[config.mk]
export PLATFORM = sky130hd
export DESIGN_NAME = calendar_clock_registers
export DESIGN_NICKNAME = d
export VERILOG_FILES = /design/src/hdl/clock_regs_pkg.sv /design/src/hdl/second_tick_if.sv /design/src/hdl/calendar_clock_registers.sv /design/src/hdl/second_divider.sv
export SDC_FILE = /design/constraint.sdc
export NUM_CORES = 1
export LEC_CHECK = 0
export BUFFER_PORTS_ARGS = -buffer_cell sky130_fd_sc_hd__buf_4
export CAP_MARGIN = 5
export CORE_ASPECT_RATIO = 0.8
export CORE_UTILIZATION = 56
export CTS_BUF_LIST = sky130_fd_sc_hd__clkbuf_4 sky130_fd_sc_hd__clkbuf_8
export CTS_CLUSTER_SIZE = 10
export DETAILED_ROUTE_END_ITERATION = 10
export MAX_ROUTING_LAYER = met4
export PLACE_DENSITY = 0.88
export SLEW_MARGIN = 20
export SYNTH_ARGS = -nofsm -noshare
export SYNTH_HDL_FRONTEND = slang
export SYNTH_HIERARCHICAL = 1
export SYNTH_SLANG_ARGS = --single-unit
[constraint.sdc]
create_clock -name hclk -period 5.1 [get_ports hclk]
set_input_delay 1.02 -clock hclk [delete_from_list [all_inputs] [get_ports hclk]]
set_output_delay 1.02 -clock hclk [all_outputs]
set_load 0.1 [all_outputs]
[src/hdl/clock_regs_pkg.sv]
package clock_regs_pkg;

  // ***************************************************
  // Register indices; byte address is four times each.
  // ***************************************************
  localparam logic [13:0] IDX_SUBSEC_RESTART = 14'h2010;
  localparam logic [13:0] IDX_CRYSTAL_TRIM = 14'h2011;
  localparam logic [13:0] IDX_SECONDS = 14'h2015;
  localparam logic [13:0] IDX_MINUTES = 14'h2016;
  localparam logic [13:0] IDX_HOURS = 14'h2017;
  localparam logic [13:0] IDX_WEEKDAY = 14'h2018;
  localparam logic [13:0] IDX_DATE = 14'h2019;
  localparam logic [13:0] IDX_MONTH = 14'h201a;
  localparam logic [13:0] IDX_YEAR = 14'h201b;
  localparam logic [13:0] IDX_COARSE_ADJUST = 14'h201c;
  localparam logic [13:0] IDX_FINE_ADJUST = 14'h201e;
  localparam logic [13:0] IDX_WRITE_UNLOCK = 14'h201f;

  // ***************************************************
  // Reset and nominal values of the trim and rate fields.
  // ***************************************************
  localparam logic [6:0] CRYSTAL_TRIM_RESET = 7'h40;
  localparam logic [1:0] FINE_ADJUST_RESET = 2'h0;
  localparam logic [16:0] COARSE_ADJUST_RESET = 17'h10000;
  localparam logic [16:0] COARSE_ADJUST_NOMINAL = 17'h10000;

  // ***************************************************
  // Calendar limits.
  // ***************************************************
  localparam logic [5:0] SECONDS_MAX = 6'h3b;
  localparam logic [5:0] MINUTES_MAX = 6'h3b;
  localparam logic [4:0] HOURS_MAX = 5'h17;
  localparam logic [2:0] WEEKDAY_FIRST = 3'h1;
  localparam logic [2:0] WEEKDAY_LAST = 3'h7;
  localparam logic [4:0] DATE_FIRST = 5'h01;
  localparam logic [3:0] MONTH_FIRST = 4'h1;
  localparam logic [3:0] MONTH_LAST = 4'hc;
  localparam logic [3:0] MONTH_FEB = 4'h2;
  localparam logic [7:0] YEAR_LAST = 8'h63;

  // ***************************************************
  // Time base: clock rate and length of one second.
  // ***************************************************
  localparam longint CLOCK_HZ = 125000000;
  localparam longint SECOND_S = 1;
  localparam int SECOND_CYCLES = int'(CLOCK_HZ * SECOND_S);

  // Bus transfer types.
  localparam logic [1:0] HTRANS_NONSEQ = 2'h2;
  localparam logic [1:0] HTRANS_SEQ = 2'h3;

  // Bus slave states.
  typedef enum logic [1:0] {
    BUS_IDLE = 2'b01,
    BUS_READ_WAIT = 2'b10
  } bus_state_t;

endpackage

[src/hdl/second_tick_if.sv]
`timescale 1ns/1ns
`default_nettype none

// Link between the register block and the second divider.
interface second_tick_if;
  logic restart;
  logic [31:0] period;
  logic tick;

  modport control (output restart, output period, input tick);
  modport divider (input restart, input period, output tick);
endinterface

`default_nettype wire

[src/hdl/calendar_clock_registers.sv]
// The AHB-Lite slave port is this design's own decision.
`timescale 1ns/1ns
`default_nettype none

module calendar_clock_registers
#(
  parameter int SECOND_CYCLES = clock_regs_pkg::SECOND_CYCLES
)
(
  // Clock and reset.
  input wire logic hclk,
  input wire logic hresetn,
  // AHB-Lite slave.
  input wire logic hsel,
  input wire logic [31:0] haddr,
  input wire logic [1:0] htrans,
  input wire logic hwrite,
  input wire logic [2:0] hsize,
  input wire logic [31:0] hwdata,
  input wire logic hready,
  output logic [31:0] hrdata,
  output logic hreadyout,
  output logic hresp,
  // Power mode and analog trim.
  input wire logic sleep_mode,
  output logic [6:0] crystal_trim
);

  // ***************************************************
  // Helper functions.
  // ***************************************************

  // Leap years are those whose value is a multiple of four.
  function automatic logic [4:0] days_in_month(input logic [3:0] month, input logic [7:0] year);
    logic leap;
    leap = (year[1:0] == 2'b00);
    case (month)
      4'h4, 4'h6, 4'h9, 4'hb: days_in_month = 5'd30;
      clock_regs_pkg::MONTH_FEB: days_in_month = leap ? 5'd29 : 5'd28;
      default: days_in_month = 5'd31;
    endcase
  endfunction

  // Index match for an address that lies inside the register window.
  function automatic logic hits(input logic [31:0] addr, input logic [13:0] idx);
    hits = (addr[31:16] == 16'h0) && (addr[15:2] == idx);
  endfunction

  // ***************************************************
  // Bus slave.
  // ***************************************************

  second_tick_if tick_link ();

  clock_regs_pkg::bus_state_t bus_state;
  logic wr_pend;
  logic [31:0] wr_addr;
  logic [31:0] rd_addr;
  logic addr_valid;
  logic take_read;
  logic take_write;

  // A transfer is taken when selected, active and the bus is ready.
  assign addr_valid = hsel && hready && (htrans == clock_regs_pkg::HTRANS_NONSEQ ||
                                         htrans == clock_regs_pkg::HTRANS_SEQ);
  assign take_read = addr_valid && !hwrite;
  assign take_write = addr_valid && hwrite;

  // Reads take one wait state so that a write just before them is seen.
  always_ff @(posedge hclk or negedge hresetn)
  begin
    if (!hresetn)
    begin
      bus_state <= clock_regs_pkg::BUS_IDLE;
      hreadyout <= 1'b1;
      wr_pend <= 1'b0;
      wr_addr <= 32'h0;
      rd_addr <= 32'h0;
    end
    else
    begin
      wr_pend <= take_write;
      if (take_write)
      begin
        wr_addr <= haddr;
      end
      case (bus_state)
        clock_regs_pkg::BUS_IDLE:
        begin
          if (take_read)
          begin
            rd_addr <= haddr;
            hreadyout <= 1'b0;
            bus_state <= clock_regs_pkg::BUS_READ_WAIT;
          end
        end
        clock_regs_pkg::BUS_READ_WAIT:
        begin
          hreadyout <= 1'b1;
          bus_state <= clock_regs_pkg::BUS_IDLE;
        end
        default:
        begin
          hreadyout <= 1'b1;
          bus_state <= clock_regs_pkg::BUS_IDLE;
        end
      endcase
    end
  end

  // The response is always OKAY.
  always_ff @(posedge hclk or negedge hresetn)
  begin
    if (!hresetn)
    begin
      hresp <= 1'b0;
    end
    else
    begin
      hresp <= 1'b0;
    end
  end

  // ***************************************************
  // Write decode.
  // ***************************************************

  logic unlocked;
  logic wr_unlock;
  logic wr_restart;
  logic wr_trim;
  logic wr_coarse;
  logic wr_fine;
  logic cal_ok;
  logic wr_sec;
  logic wr_min;
  logic wr_hour;
  logic wr_wday;
  logic wr_date;
  logic wr_month;
  logic wr_year;

  assign wr_unlock = wr_pend && hits(wr_addr, clock_regs_pkg::IDX_WRITE_UNLOCK);
  assign wr_restart = wr_pend && hits(wr_addr, clock_regs_pkg::IDX_SUBSEC_RESTART);
  assign wr_trim = wr_pend && hits(wr_addr, clock_regs_pkg::IDX_CRYSTAL_TRIM);
  assign wr_coarse = wr_pend && hits(wr_addr, clock_regs_pkg::IDX_COARSE_ADJUST);
  assign wr_fine = wr_pend && hits(wr_addr, clock_regs_pkg::IDX_FINE_ADJUST);
  assign cal_ok = wr_pend && unlocked;
  assign wr_sec = cal_ok && hits(wr_addr, clock_regs_pkg::IDX_SECONDS);
  assign wr_min = cal_ok && hits(wr_addr, clock_regs_pkg::IDX_MINUTES);
  assign wr_hour = cal_ok && hits(wr_addr, clock_regs_pkg::IDX_HOURS);
  assign wr_wday = cal_ok && hits(wr_addr, clock_regs_pkg::IDX_WEEKDAY);
  assign wr_date = cal_ok && hits(wr_addr, clock_regs_pkg::IDX_DATE);
  assign wr_month = cal_ok && hits(wr_addr, clock_regs_pkg::IDX_MONTH);
  assign wr_year = cal_ok && hits(wr_addr, clock_regs_pkg::IDX_YEAR);

  // one write per unlock
  // The unlock is armed by its own write and spent by any other write.
  always_ff @(posedge hclk or negedge hresetn)
  begin
    if (!hresetn)
    begin
      unlocked <= 1'b0;
    end
    else if (wr_pend)
    begin
      unlocked <= wr_unlock;
    end
  end

  // ***************************************************
  // Control and trim registers.
  // ***************************************************

  logic restart_bit;
  logic [1:0] fine_rate_adjust;
  logic [16:0] coarse_rate_adjust;

  always_ff @(posedge hclk or negedge hresetn)
  begin
    if (!hresetn)
    begin
      restart_bit <= 1'b0;
      crystal_trim <= clock_regs_pkg::CRYSTAL_TRIM_RESET;
      fine_rate_adjust <= clock_regs_pkg::FINE_ADJUST_RESET;
      coarse_rate_adjust <= clock_regs_pkg::COARSE_ADJUST_RESET;
    end
    else
    begin
      if (wr_restart)
      begin
        restart_bit <= hwdata[0];
      end
      if (wr_trim)
      begin
        crystal_trim <= hwdata[6:0];
      end
      if (wr_fine)
      begin
        fine_rate_adjust <= hwdata[1:0];
      end
      if (wr_coarse)
      begin
        coarse_rate_adjust <= hwdata[16:0];
      end
    end
  end

  // ***************************************************
  // Rate correction and second divider.
  // ***************************************************

  logic sleep_meta;
  logic sleep_sync;
  logic [1:0] quarter;
  logic [31:0] coarse_offset;
  logic [31:0] fine_step;

  // The sleep pin comes from outside and is synchronised first.
  always_ff @(posedge hclk or negedge hresetn)
  begin
    if (!hresetn)
    begin
      sleep_meta <= 1'b0;
      sleep_sync <= 1'b0;
    end
    else
    begin
      sleep_meta <= sleep_mode;
      sleep_sync <= sleep_meta;
    end
  end

  // Quarter counter spreads the fine step over four seconds.
  always_ff @(posedge hclk or negedge hresetn)
  begin
    if (!hresetn)
    begin
      quarter <= 2'h0;
    end
    else if (tick_link.tick)
    begin
      quarter <= quarter + 2'h1;
    end
  end

  // coarse and fine combine
  // Outside sleep, each coarse step above nominal shortens the second by one cycle; the
  // fine field drops one more cycle in that many seconds out of four.
  assign coarse_offset = 32'(coarse_rate_adjust) - 32'(clock_regs_pkg::COARSE_ADJUST_NOMINAL);
  assign fine_step = (quarter < fine_rate_adjust) ? 32'h1 : 32'h0;
  assign tick_link.period = sleep_sync ? 32'(SECOND_CYCLES) :
                            32'(SECOND_CYCLES) - coarse_offset - fine_step;
  assign tick_link.restart = wr_restart && hwdata[0];

  second_divider divider_inst (
    .hclk(hclk),
    .hresetn(hresetn),
    .link(tick_link)
  );

  // ***************************************************
  // Calendar counters.
  // ***************************************************

  logic [5:0] clock_seconds;
  logic [5:0] clock_minutes;
  logic [4:0] clock_hours;
  logic [2:0] clock_weekday;
  logic [4:0] clock_date;
  logic [3:0] clock_month;
  logic [7:0] clock_year;
  logic sec_wrap;
  logic min_wrap;
  logic hour_wrap;
  logic date_wrap;
  logic month_wrap;

  assign sec_wrap = tick_link.tick && (clock_seconds >= clock_regs_pkg::SECONDS_MAX);
  assign min_wrap = sec_wrap && (clock_minutes >= clock_regs_pkg::MINUTES_MAX);
  assign hour_wrap = min_wrap && (clock_hours >= clock_regs_pkg::HOURS_MAX);
  assign date_wrap = hour_wrap && (clock_date >= days_in_month(clock_month, clock_year));
  assign month_wrap = date_wrap && (clock_month >= clock_regs_pkg::MONTH_LAST);

  // write sets time
  // A written field wins over its own increment in the same cycle.
  always_ff @(posedge hclk)
  begin
    if (wr_sec)
      clock_seconds <= hwdata[5:0];
    else if (sec_wrap)
      clock_seconds <= 6'h0;
    else if (tick_link.tick)
      clock_seconds <= clock_seconds + 6'h1;
    if (wr_min)
      clock_minutes <= hwdata[5:0];
    else if (min_wrap)
      clock_minutes <= 6'h0;
    else if (sec_wrap)
      clock_minutes <= clock_minutes + 6'h1;
    if (wr_hour)
      clock_hours <= hwdata[4:0];
    else if (hour_wrap)
      clock_hours <= 5'h0;
    else if (min_wrap)
      clock_hours <= clock_hours + 5'h1;
    if (wr_wday)
      clock_weekday <= hwdata[2:0];
    else if (hour_wrap)
      clock_weekday <= (clock_weekday >= clock_regs_pkg::WEEKDAY_LAST) ?
                       clock_regs_pkg::WEEKDAY_FIRST : clock_weekday + 3'h1;
    if (wr_date)
      clock_date <= hwdata[4:0];
    else if (date_wrap)
      clock_date <= clock_regs_pkg::DATE_FIRST;
    else if (hour_wrap)
      clock_date <= clock_date + 5'h1;
    if (wr_month)
      clock_month <= hwdata[3:0];
    else if (month_wrap)
      clock_month <= clock_regs_pkg::MONTH_FIRST;
    else if (date_wrap)
      clock_month <= clock_month + 4'h1;
    if (wr_year)
      clock_year <= hwdata[7:0];
    else if (month_wrap)
      clock_year <= (clock_year >= clock_regs_pkg::YEAR_LAST) ? 8'h0 : clock_year + 8'h1;
  end

  // ***************************************************
  // Read multiplexer.
  // ***************************************************

  logic [31:0] read_value;

  // Unmapped addresses and the unlock location read as zero.
  assign read_value =
    hits(rd_addr, clock_regs_pkg::IDX_SUBSEC_RESTART) ? {31'h0, restart_bit} :
    hits(rd_addr, clock_regs_pkg::IDX_CRYSTAL_TRIM) ? {25'h0, crystal_trim} :
    hits(rd_addr, clock_regs_pkg::IDX_SECONDS) ? {26'h0, clock_seconds} :
    hits(rd_addr, clock_regs_pkg::IDX_MINUTES) ? {26'h0, clock_minutes} :
    hits(rd_addr, clock_regs_pkg::IDX_HOURS) ? {27'h0, clock_hours} :
    hits(rd_addr, clock_regs_pkg::IDX_WEEKDAY) ? {29'h0, clock_weekday} :
    hits(rd_addr, clock_regs_pkg::IDX_DATE) ? {27'h0, clock_date} :
    hits(rd_addr, clock_regs_pkg::IDX_MONTH) ? {28'h0, clock_month} :
    hits(rd_addr, clock_regs_pkg::IDX_YEAR) ? {24'h0, clock_year} :
    hits(rd_addr, clock_regs_pkg::IDX_COARSE_ADJUST) ? {15'h0, coarse_rate_adjust} :
    hits(rd_addr, clock_regs_pkg::IDX_FINE_ADJUST) ? {30'h0, fine_rate_adjust} :
    32'h0;

  // Read data is loaded in the wait state and held until the next read.
  always_ff @(posedge hclk or negedge hresetn)
  begin
    if (!hresetn)
    begin
      hrdata <= 32'h0;
    end
    else if (bus_state == clock_regs_pkg::BUS_READ_WAIT)
    begin
      hrdata <= read_value;
    end
  end

endmodule

`default_nettype wire

[src/hdl/second_divider.sv]
`timescale 1ns/1ns
`default_nettype none

// Counts clock cycles and pulses tick once per adjusted second.
module second_divider
(
  // Clock and reset.
  input wire logic hclk,
  input wire logic hresetn,
  // Link to the register block.
  second_tick_if.divider link
);

  logic [31:0] count;
  logic [31:0] next_count;
  logic last_cycle;

  // The last cycle of a second is one short of the period.
  assign last_cycle = (count >= link.period - 32'h1);
  assign next_count = (link.restart || last_cycle) ? 32'h0 : count + 32'h1;

  // ***************************************************
  // Sub-second counter.
  // ***************************************************

  // Restart forces the count back to its initial value.
  always_ff @(posedge hclk or negedge hresetn)
  begin
    if (!hresetn)
    begin
      count <= 32'h0;
      link.tick <= 1'b0;
    end
    else
    begin
      count <= next_count;
      link.tick <= last_cycle && !link.restart;
    end
  end

endmodule

`default_nettype wire

==> results summary, run 1 <==
The flow ran to the end, but the final reports show violations. The final reports fail on setup timing. The post-detailed-route count of antenna-violating nets is 0.

The endpoint identified for the worst register-to-register timing path is divider_inst/count[15]$_DFF_PN0_. The startpoint identified for the worst hold timing path is sleep_meta$_DFF_PN0_. For this run, the share of the core covered by cells in the final layout is 0.678. The setup TNS came out at -9.13 ns. Measured against its own limit, the worst slew margin works out to 0.288. The count of input and output buffers came out at 78.

The unique cell type count in the Yosys netlist is 77. The netlist area before placement came out at 11400 um^2. The worst hold path stage count is 0. The number of endpoints with negative hold slack in the final report is 0. The total number of vias came out at 10300. The part of the Yosys area used for sequential elements came out at 0.415. The kind of cell with the highest combined delay along the critical path is compound AO/OA/AOI/OAI gates. The critical path endpoint category is a register. The area growth from synthesis to layout is 17.9%. 116 I/O pins were placed. The largest single stage delay on the critical path is 0.65 ns.

The share of async-settable or async-resettable flops after synthesis is 0.797. In this run, CTS created clock tree buffers numbering 17. The H-tree depth came out at 4. The number of enable flip-flop cells after synthesis came out at 37. The maximum fanout encountered on the critical timing path came out at 6. In this run the static leakage power is 0.00607 uW. The maximum buffer depth of the clock tree is 2.

Clock skew on the completed layout was measured at 0.0184 ns. The hold path endpoint is sleep_sync$_DFF_PN0_. The post-layout worst setup margin is -0.341 ns.

The post-detailed-route via-to-cell ratio came out at 6.12. The worst min-delay path category is reg2reg. The starting utilization of the core area came out at 0.575.

The average routed wire per standard cell came out at 18.9 um. The total iterations of the first detailed-routing run is 6. The arrival time at the worst endpoint is 5.82 ns. The area of the multi-input gates is 6650 um^2. The sum of buffers and inverters on the critical path came out at 5. Sorting the synthesized cells by area gives the leading types as sky130_fd_sc_hd__dfrtp_1, sky130_fd_sc_hd__edfxtp_1, sky130_fd_sc_hd__nand2_1, sky130_fd_sc_hd__ha_1, sky130_fd_sc_hd__xnor2_1. The required arrival time at the worst endpoint came out at 5.48 ns. With fillers left out, the area of the finished cells amounts to 13500 um^2. The top-area cell type share of the netlist area is 0.311. Setup violations remaining at the end of the flow were counted as 33. The peak ir drop on the vdd network came out at 0.223 mV. Synthesis inferred 182 register bits. The clock reaches the later pin of the worst-skew pair after 0.47 ns.

The number of antenna diodes in the final layout is 0. STA classifies the critical path startpoint as a register. The time the final worst path needs with I/O delays and setup is 5.44 ns. In the synthesized netlist the dominant register cell turns out to be sky130_fd_sc_hd__dfrtp_1. Setup repair after global routing could not meet its margin everywhere. The DRC violation total after the first TritonRoute iteration is 1096. The layout cell share with drive strength beyond 1 came out at 0.191. The via count of the first global-routing pass came out at 9475. The total detailed-routing wirelength is 31700 um.

Summing all flip-flop and latch instances after layout gives 4740 um^2. Routability-driven placement finished with a final weighted congestion of 0.939. The overall fraction of global-route tracks in use came out at 0.294. The final routed DRC violation total came out at 0. The number of antenna violations at the first check in global routing came to 0. Counting the fill cells in the layout gives 1462. The instance count of the mapped netlist came out at 1258. The launch point of the worst reg-to-reg path is fine_rate_adjust[1]$_DFFE_PN0P_. The max-cap check violation count is 0. The die outline width is 162 um. The total area inside the core boundary comes to 19900 um^2. TritonCTS built the clock tree. Entering global routing, the biggest net connects 107 pins.

Of the available clock period, the critical path in the final layout requires 1.07. The chip height came out at 130 um. Row generation in the floorplan step produced 46 rows.

The total design power came out at 3750 uW. The fmax came out at 184 MHz. The worst register-to-register path has a setup slack of -0.34 ns. The final layout contains 1545 nets. The number of clock sinks is 182.

The floorplan die area came out at 21000 um^2. The worst register-to-register path has a depth of 24. The worst-path cell with the longest stage delay is sky130_fd_sc_hd__or4_4. At the pin with the least slew margin, the transition time is 1.07 ns.

The tree is rooted in a sky130_fd_sc_hd__clkbuf_8. The total of warnings raised by yosys is 6. The total power divided by cell area came out at 278 nW/um^2. The total count of max-transition violations in the final report came out at 0.

The first global-routing pass estimated 47400 um of wire. The post-CTS clock slew at the launch and capture registers of the worst setup and hold paths is 0.10 ns. The sum of net half-perimeters after detailed placement came out at 20600 um.

The largest total area in the synthesized netlist belongs to sky130_fd_sc_hd__dfrtp_1. The signal on the critical path passes through inv_2 > ha_4 > a21o_1 > ha_2 > ha_4 > a211o_1 > a211oi_2 > o21ai_2 > a311o_1 > a21oi_2 > mux2i_2 > nor4_2 > buf_4 > buf_6 > nand4b_4 > buf_6 > nor3_2 > xnor2_1 > ha_1 > nand3_2 > a21oi_4 > or4_4 > buf_16 > nor3_2. The category of the critical setup timing path is reg2reg. The total overflow left after global routing is 0. The synthesized area per cell is 9.09 um^2. Once placement finished, the instance area stood at 12500 um^2.
synth_stat cells, drive strengths merged (37+ instances only):
| cell | instances |
|---|---|
| dfrtp | 142 |
| edfxtp | 37 |
| clkbuf | 38 |
| o21ai | 70 |
| nand3 | 44 |
| nand2 | 281 |
| nor3 | 52 |
| ha | 71 |
| xnor2 | 42 |
| inv | 45 |
| nor2 | 60 |
| xor2 | 42 |
cells in the final DEF (no fill, tap or decap), types with 5 or more instances in the layout:
| master | synthesis | layout |
|---|---|---|
| sky130_fd_sc_hd__and2_1 | 9 | 9 |
| sky130_fd_sc_hd__nand2b_1 | 14 | 14 |
| sky130_fd_sc_hd__and4_1 | 9 | 9 |
| sky130_fd_sc_hd__a21oi_1 | 29 | 22 |
| sky130_fd_sc_hd__edfxtp_1 | 37 | 37 |
| sky130_fd_sc_hd__nor3_1 | 22 | 18 |
| sky130_fd_sc_hd__xnor2_1 | 42 | 42 |
| sky130_fd_sc_hd__nor2b_1 | 15 | 15 |
| sky130_fd_sc_hd__nor3_4 | 0 | 10 |
| sky130_fd_sc_hd__xor2_1 | 42 | 41 |
| sky130_fd_sc_hd__nor4_2 | 7 | 7 |
| sky130_fd_sc_hd__nor4b_1 | 5 | 5 |
| sky130_fd_sc_hd__a21oi_2 | 0 | 6 |
| sky130_fd_sc_hd__ha_1 | 71 | 66 |
| sky130_fd_sc_hd__o31ai_1 | 13 | 13 |
| sky130_fd_sc_hd__dfrtp_1 | 142 | 142 |
| sky130_fd_sc_hd__clkbuf_8 | 0 | 18 |
| sky130_fd_sc_hd__nand4_1 | 20 | 20 |
| sky130_fd_sc_hd__buf_4 | 16 | 122 |
| sky130_fd_sc_hd__nor3_2 | 30 | 24 |
| sky130_fd_sc_hd__or4_1 | 7 | 5 |
| sky130_fd_sc_hd__inv_1 | 45 | 44 |
| sky130_fd_sc_hd__a31oi_1 | 11 | 10 |
| sky130_fd_sc_hd__nand2_1 | 281 | 280 |
| sky130_fd_sc_hd__a22o_1 | 14 | 14 |
| sky130_fd_sc_hd__o21ai_0 | 69 | 66 |
| sky130_fd_sc_hd__mux2_2 | 7 | 7 |
| sky130_fd_sc_hd__nand3_1 | 43 | 42 |
| sky130_fd_sc_hd__or4_4 | 3 | 5 |
| sky130_fd_sc_hd__a21o_1 | 8 | 8 |
| sky130_fd_sc_hd__or3_1 | 8 | 7 |
| sky130_fd_sc_hd__nor2_1 | 60 | 59 |
| sky130_fd_sc_hd__and3_1 | 18 | 18 |
| sky130_fd_sc_hd__buf_6 | 4 | 7 |
| sky130_fd_sc_hd__conb_1 | 2 | 54 |
| sky130_fd_sc_hd__nor4_1 | 26 | 24 |
timing repair:
action / CTS / global route
hold buffers: 0 / 0
setup buffers: 10 / 5
gates resized for setup: 29 / 36
endpoints found under the setup margin: 33 / 33
cloned: 2 / 2
pin swaps: 28 / 29
cell type report:
class / instances / share of cell area
flip-flops and latches: 182 / 0.352
well taps: 264 / 0.0245
repair buffers: 136 / 0.0856
clock buffers: 18 / 0.0184
clock inverters: 14 / 0.0141
inverters: 46 / 0.0128
multi-input cells: 1016 / 0.493
worst max path at each step:
stage,startpoint,endpoint,cells past startpoint
finish,fine_rate_adjust[1]$_DFFE_PN0P_,divider_inst/count[15]$_DFF_PN0_,24
global route,fine_rate_adjust[1]$_DFFE_PN0P_,divider_inst/count[15]$_DFF_PN0_,24
CTS,quarter[1]$_DFFE_PN0P_,divider_inst/link.tick$_DFF_PN0_,22
detailed placement,fine_rate_adjust[1]$_DFFE_PN0P_,divider_inst/count[1]$_DFF_PN0_,24
global placement,fine_rate_adjust[1]$_DFFE_PN0P_,divider_inst/count[1]$_DFF_PN0_,22
floorplan,fine_rate_adjust[1]$_DFFE_PN0P_,divider_inst/count[0]$_DFF_PN0_,23
metal layers:
layer  part of all wire  global-route usage  vias up
met1               0.42               0.405     4870
met5                  0                   -        -
met4              0.026              0.0755        0
li1                   -                   -     4660
met3               0.10              0.0490       89
met2               0.46               0.452      632
stage by stage:
step	setup WS (ns)	hold slack, ns	std cells
floorplan	0.000651	0.331	1310
finish	-0.341	0.375	1676
global placement	-0.0855	0.349	1626
global route	-0.513	0.393	1676
CTS	-0.0608	0.389	1669
detailed placement	-0.190	0.367	1626
power breakdown:
group          internal, uW  switching (uW)  leakage, uW
Combinational           334             477      0.00370
Sequential             1640             197      0.00214
Clock                   515             582     0.000226
sequential cells by signal, summed over array words and instances, names as in the netlist:
signal / count
clock_seconds: 6
clock_date: 5
wr_addr: 30
clock_hours: 5
restart_bit: 1
quarter: 2
divider_inst/link.tick: 1
crystal_trim: 7
divider_inst/count: 32
clock_weekday: 3
clock_month: 4
sleep_meta: 1
rd_addr: 30
fine_rate_adjust: 2
clock_year: 8
sleep_sync: 1
coarse_rate_adjust: 17
unlocked: 1
bus_state: 2
wr_pend: 1
hrdata: 17
clock_minutes: 6
logic make-up after synthesis:
family                     synth area share
AOI/OAI and AO/OA                     0.113
and+or+nand+nor                       0.273
muxes                                0.0113
xor gates and xnor gates             0.0643
DFF                                   0.415
adders and majority gates            0.0776
buffers and inverters                0.0454
other                              0.000656
Power figures use the tool's default switching activity.
==> run 2: changes to the inputs <==
--- a/config.mk
+++ b/config.mk
@@ -14,6 +14,7 @@
 export DETAILED_ROUTE_END_ITERATION = 10
 export MAX_ROUTING_LAYER = met4
 export PLACE_DENSITY = 0.88
+export RECOVER_POWER = 100
 export SLEW_MARGIN = 20
 export SYNTH_ARGS = -nofsm -noshare
 export SYNTH_HDL_FRONTEND = slang
==> run 2 against run 1 <==
  * Register-to-register slack is essentially flat
  * The flow finishes with violations (capacitance limit, slew limit, setup timing)
  * Largest cell class unchanged
  * Highest routed layer unchanged
  * Core utilization shrank 0.84 points
  * Global-route usage is the same
  * Via count shrank 0.46%
  * Final area shrank 1.2%
==> results summary, run 2 (synthesis gave the netlist of run 1 again) <==
Result of the run: finished with violations (unchanged). Violations in the final reports: capacitance limit, slew limit, setup timing (was setup timing). The signed area change from the synthesized netlist to the final layout is 16.5% (was 17.9%). The hold path endpoint is sleep_sync$_DFF_PN0_ (unchanged). The global-route wire length before repair is 47400 um (unchanged).

The number of endpoints with negative hold slack in the final report is 0 (unchanged). The largest delay contributor family on the critical path is compound AO/OA/AOI/OAI gates (unchanged). The standby leakage power was 0.00593 uW (was 0.00607 uW).

The critical path endpoint category is a register (unchanged). The floorplan die area is 21000 um^2 (unchanged). The number of rows created at floorplan is 46 (unchanged). The total detailed-routing wirelength came out at 31800 um (was 31700 um). The clock insertion delay at the later pin of the skew report came to 0.48 ns (was 0.47 ns). The die outline width came out at 162 um (unchanged). The maximum fanout encountered on the critical timing path came out at 6 (unchanged). The number of fillers in the final layout came to 1479 (was 1462).

Worst-path cell chain: inv_2 > ha_4 > a21o_1 > ha_2 > ha_4 > a211o_1 > a211oi_2 > o21ai_2 > a311o_1 > a21oi_2 > mux2i_2 > nor4_2 > buf_4 > buf_6 > nand4b_4 > buf_6 > nor3_2 > xnor2_1 > ha_1 > nand3_2 > a21oi_4 > or4_4 > buf_16 > nor3_2 (unchanged). The capture instance of the worst register-to-register path is divider_inst/count[15]$_DFF_PN0_ (unchanged). The post-CTS clock slew at the launch and capture registers of the worst setup and hold paths was 0.10 ns (about the same). The I/O pin count was 116 (unchanged).

Commonest cells after routing, fill and taps aside: sky130_fd_sc_hd__nand2_1, sky130_fd_sc_hd__dfrtp_1, sky130_fd_sc_hd__buf_4, sky130_fd_sc_hd__o21ai_0, sky130_fd_sc_hd__ha_1 (unchanged). The worst-path cell with the longest stage delay is sky130_fd_sc_hd__or4_4 (unchanged). The actual slew at the worst max-slew pin is 2.64 ns (was 1.07 ns). The CTS tree is yes (unchanged). The clock share of power came out at 0.293 (about the same). The fraction of power spent switching nets is 0.335 (about the same). The category of the critical setup timing path was reg2reg (unchanged). The core footprint is 19900 um^2 (unchanged).

The depth of the most critical reg-to-reg path is 24 (unchanged). The register ranked first by flip-flop count was divider_inst/count (unchanged). The arrival time at the worst endpoint is 5.84 ns (was 5.82 ns).

The number of buffers inserted during clock tree synthesis is 17 (unchanged). The starting utilization of the core area is 0.575 (unchanged). The max-cap check violation count came out at 2 (was 0). The chip height came to 130 um (unchanged).

The post-detailed-route via-to-cell ratio came out at 6.09 (was 6.12). The total of hold buffers inserted after clock tree synthesis came out at 0 (unchanged). The H-tree depth is 4 (unchanged). The flip-flop count of the largest register, all copies and words added came to 32 (unchanged). Unrepaired setup endpoints after global routing: true (unchanged). The count of input and output buffers came out at 78 (unchanged). The worst hold margin is 0.374 ns (was 0.375 ns).

The worst reg-to-reg setup slack is -0.35 ns (was -0.34 ns). The startpoint of the worst hold path is sleep_meta$_DFF_PN0_ (unchanged). The peak ir drop on the vdd network was 0.226 mV (was 0.223 mV). The total count of max-transition violations in the final report is 124 (was 0). The net switching power was 1250 uW (was 1260 uW). The startpoint kind of the worst setup timing path was a register (unchanged). The fraction of the cycle the final worst path needs came out at 1.07 (about the same). The largest clock skew in the final design is 0.0186 ns (was 0.0184 ns). The sum of buffers and inverters on the critical path is 5 (unchanged). The post-layout worst setup margin is -0.355 ns (was -0.341 ns). The launch point of the worst reg-to-reg path is fine_rate_adjust[1]$_DFFE_PN0P_ (unchanged). The number of diodes is 0 (unchanged).

The total design power is 3740 uW (was 3750 uW). The worst min-delay path category is reg2reg (unchanged). The layout cell share with drive strength beyond 1 came to 0.164 (was 0.191). The setup TNS came out at -9.39 ns (was -9.13 ns). The global placer's final weighted congestion came to 0.939 (unchanged). The share of total power in combinational logic is 0.215 (was 0.217).

The critical path's largest stage delay is 0.65 ns (about the same). The post-detailed-route count of antenna-violating nets came to 0 (unchanged). Top flop regs: divider_inst/count x32, rd_addr x30, wr_addr x30 (unchanged).

The required arrival time at the worst endpoint came to 5.48 ns (about the same). The sum of net half-perimeters after detailed placement came to 20600 um (unchanged). The final layout net count is 1545 (unchanged). The average routed wire per standard cell is 19.0 um (was 18.9 um). The time the final worst path needs with I/O delays and setup is 5.45 ns (was 5.44 ns).

The DRC violation total after the first TritonRoute iteration came out at 961 (was 1096). The post-place instance area came to 12500 um^2 (unchanged). The maximum buffer depth of the clock tree is 2 (unchanged). The internal cell power came out at 2490 uW (about the same). The global route total overflow came out at 0 (unchanged). The commonest non-fill, non-tap cell in the layout was sky130_fd_sc_hd__nand2_1 (unchanged).

The clock root buffer master was sky130_fd_sc_hd__clkbuf_8 (unchanged). The total power divided by cell area is 280 nW/um^2 (was 278 nW/um^2). The total number of vias came to 10200 (was 10300). The setup violation total in the final timing report is 33 (unchanged).

The relative max-transition margin is -0.762 (was 0.288). The pin count of the biggest net entering global routing is 107 (unchanged). The worst-case setup slack after placement is -0.190 ns (unchanged). The via count of the first global-routing pass is 9475 (unchanged). The number of antenna violations at the first check in global routing came out at 0 (unchanged). The proportion of power drawn by flip-flops and latches was 0.492 (was 0.491). The number of clock sinks came out at 182 (unchanged). The worst hold path stage count came out at 0 (unchanged). The cell area after layout is 13300 um^2 (was 13500 um^2).

The overall fraction of global-route tracks in use is 0.294 (unchanged). The final routed DRC violation total is 0 (unchanged). The fmax was 183 MHz (was 184 MHz). The total iterations of the first detailed-routing run came out at 7 (was 6).
run 2: cell count changes in the layout (fill, tap and decap cells not counted), moves of 2 or more:
| cell | change |
|---|---|
| sky130_fd_sc_hd__buf_4 | -34 |
| sky130_fd_sc_hd__clkbuf_1 | +31 |
| sky130_fd_sc_hd__clkbuf_2 | +2 |
| sky130_fd_sc_hd__clkbuf_4 | +2 |
| sky130_fd_sc_hd__nor3_1 | +2 |
| sky130_fd_sc_hd__nor3_2 | -2 |
| sky130_fd_sc_hd__nor4_1 | +2 |
run 2: worst max-delay path by stage:
stage                                       endpoint  slack (ns)                             from  cells after the start
finish              divider_inst/count[15]$_DFF_PN0_       -0.35  fine_rate_adjust[1]$_DFFE_PN0P_                     24
global route        divider_inst/count[15]$_DFF_PN0_       -0.51  fine_rate_adjust[1]$_DFFE_PN0P_                     24
CTS                 divider_inst/link.tick$_DFF_PN0_       -0.06           quarter[1]$_DFFE_PN0P_                     22
detailed placement   divider_inst/count[1]$_DFF_PN0_       -0.19  fine_rate_adjust[1]$_DFFE_PN0P_                     24
global placement     divider_inst/count[1]$_DFF_PN0_       -0.09  fine_rate_adjust[1]$_DFFE_PN0P_                     22
floorplan            divider_inst/count[0]$_DFF_PN0_      0.0007  fine_rate_adjust[1]$_DFFE_PN0P_                     23
run 2: metrics by stage:
step | std cells | utilization
5_1_grt | 1676 | 0.669
3_5_place_dp | 1626 | 0.630
6_report | 1676 | 0.669
2_1_floorplan | 1310 | -
4_1_cts | 1669 | 0.663
3_3_place_gp | 1626 | 0.630
run 2: per-layer routing:
metal / global-route usage / up-vias / routed length [um]
met5: - / - / 0
met4: 0.0755 / 0 / 784
met3: 0.0490 / 99 / 3210
met2: 0.452 / 638 / 14500
met1: 0.405 / 4817 / 13200
li1: - / 4650 / -
run 2: timing repair:
action,4_1_cts,5_1_grt
setup buffers,10,5
pin swaps,28,29
gates cloned,2,2
resized for setup,29,36
setup endpoints to repair,33,33
run 2: final cells by class:
class                      count  area [um^2]  share of cell area
multi-input combinational   1016         6610               0.496
sequential                   182         4740               0.356
inverter                      46          173              0.0130
clock buffer                  18          248              0.0186
clock inverter                14          190              0.0143
tap                          264          330              0.0248
timing repair buffer         136         1030              0.0773
run 2: power groups by stage:
| stage | Clock (uW) | Sequential (uW) | Combinational [uW] |
|---|---|---|---|
| floorplan | 0 | 1810 | 500 |
| global placement | 0 | 1840 | 642 |
| detailed placement | 0 | 1850 | 679 |
| CTS | 1100 | 1820 | 714 |
| global route | 1160 | 1850 | 878 |
| finish | 1090 | 1840 | 803 |
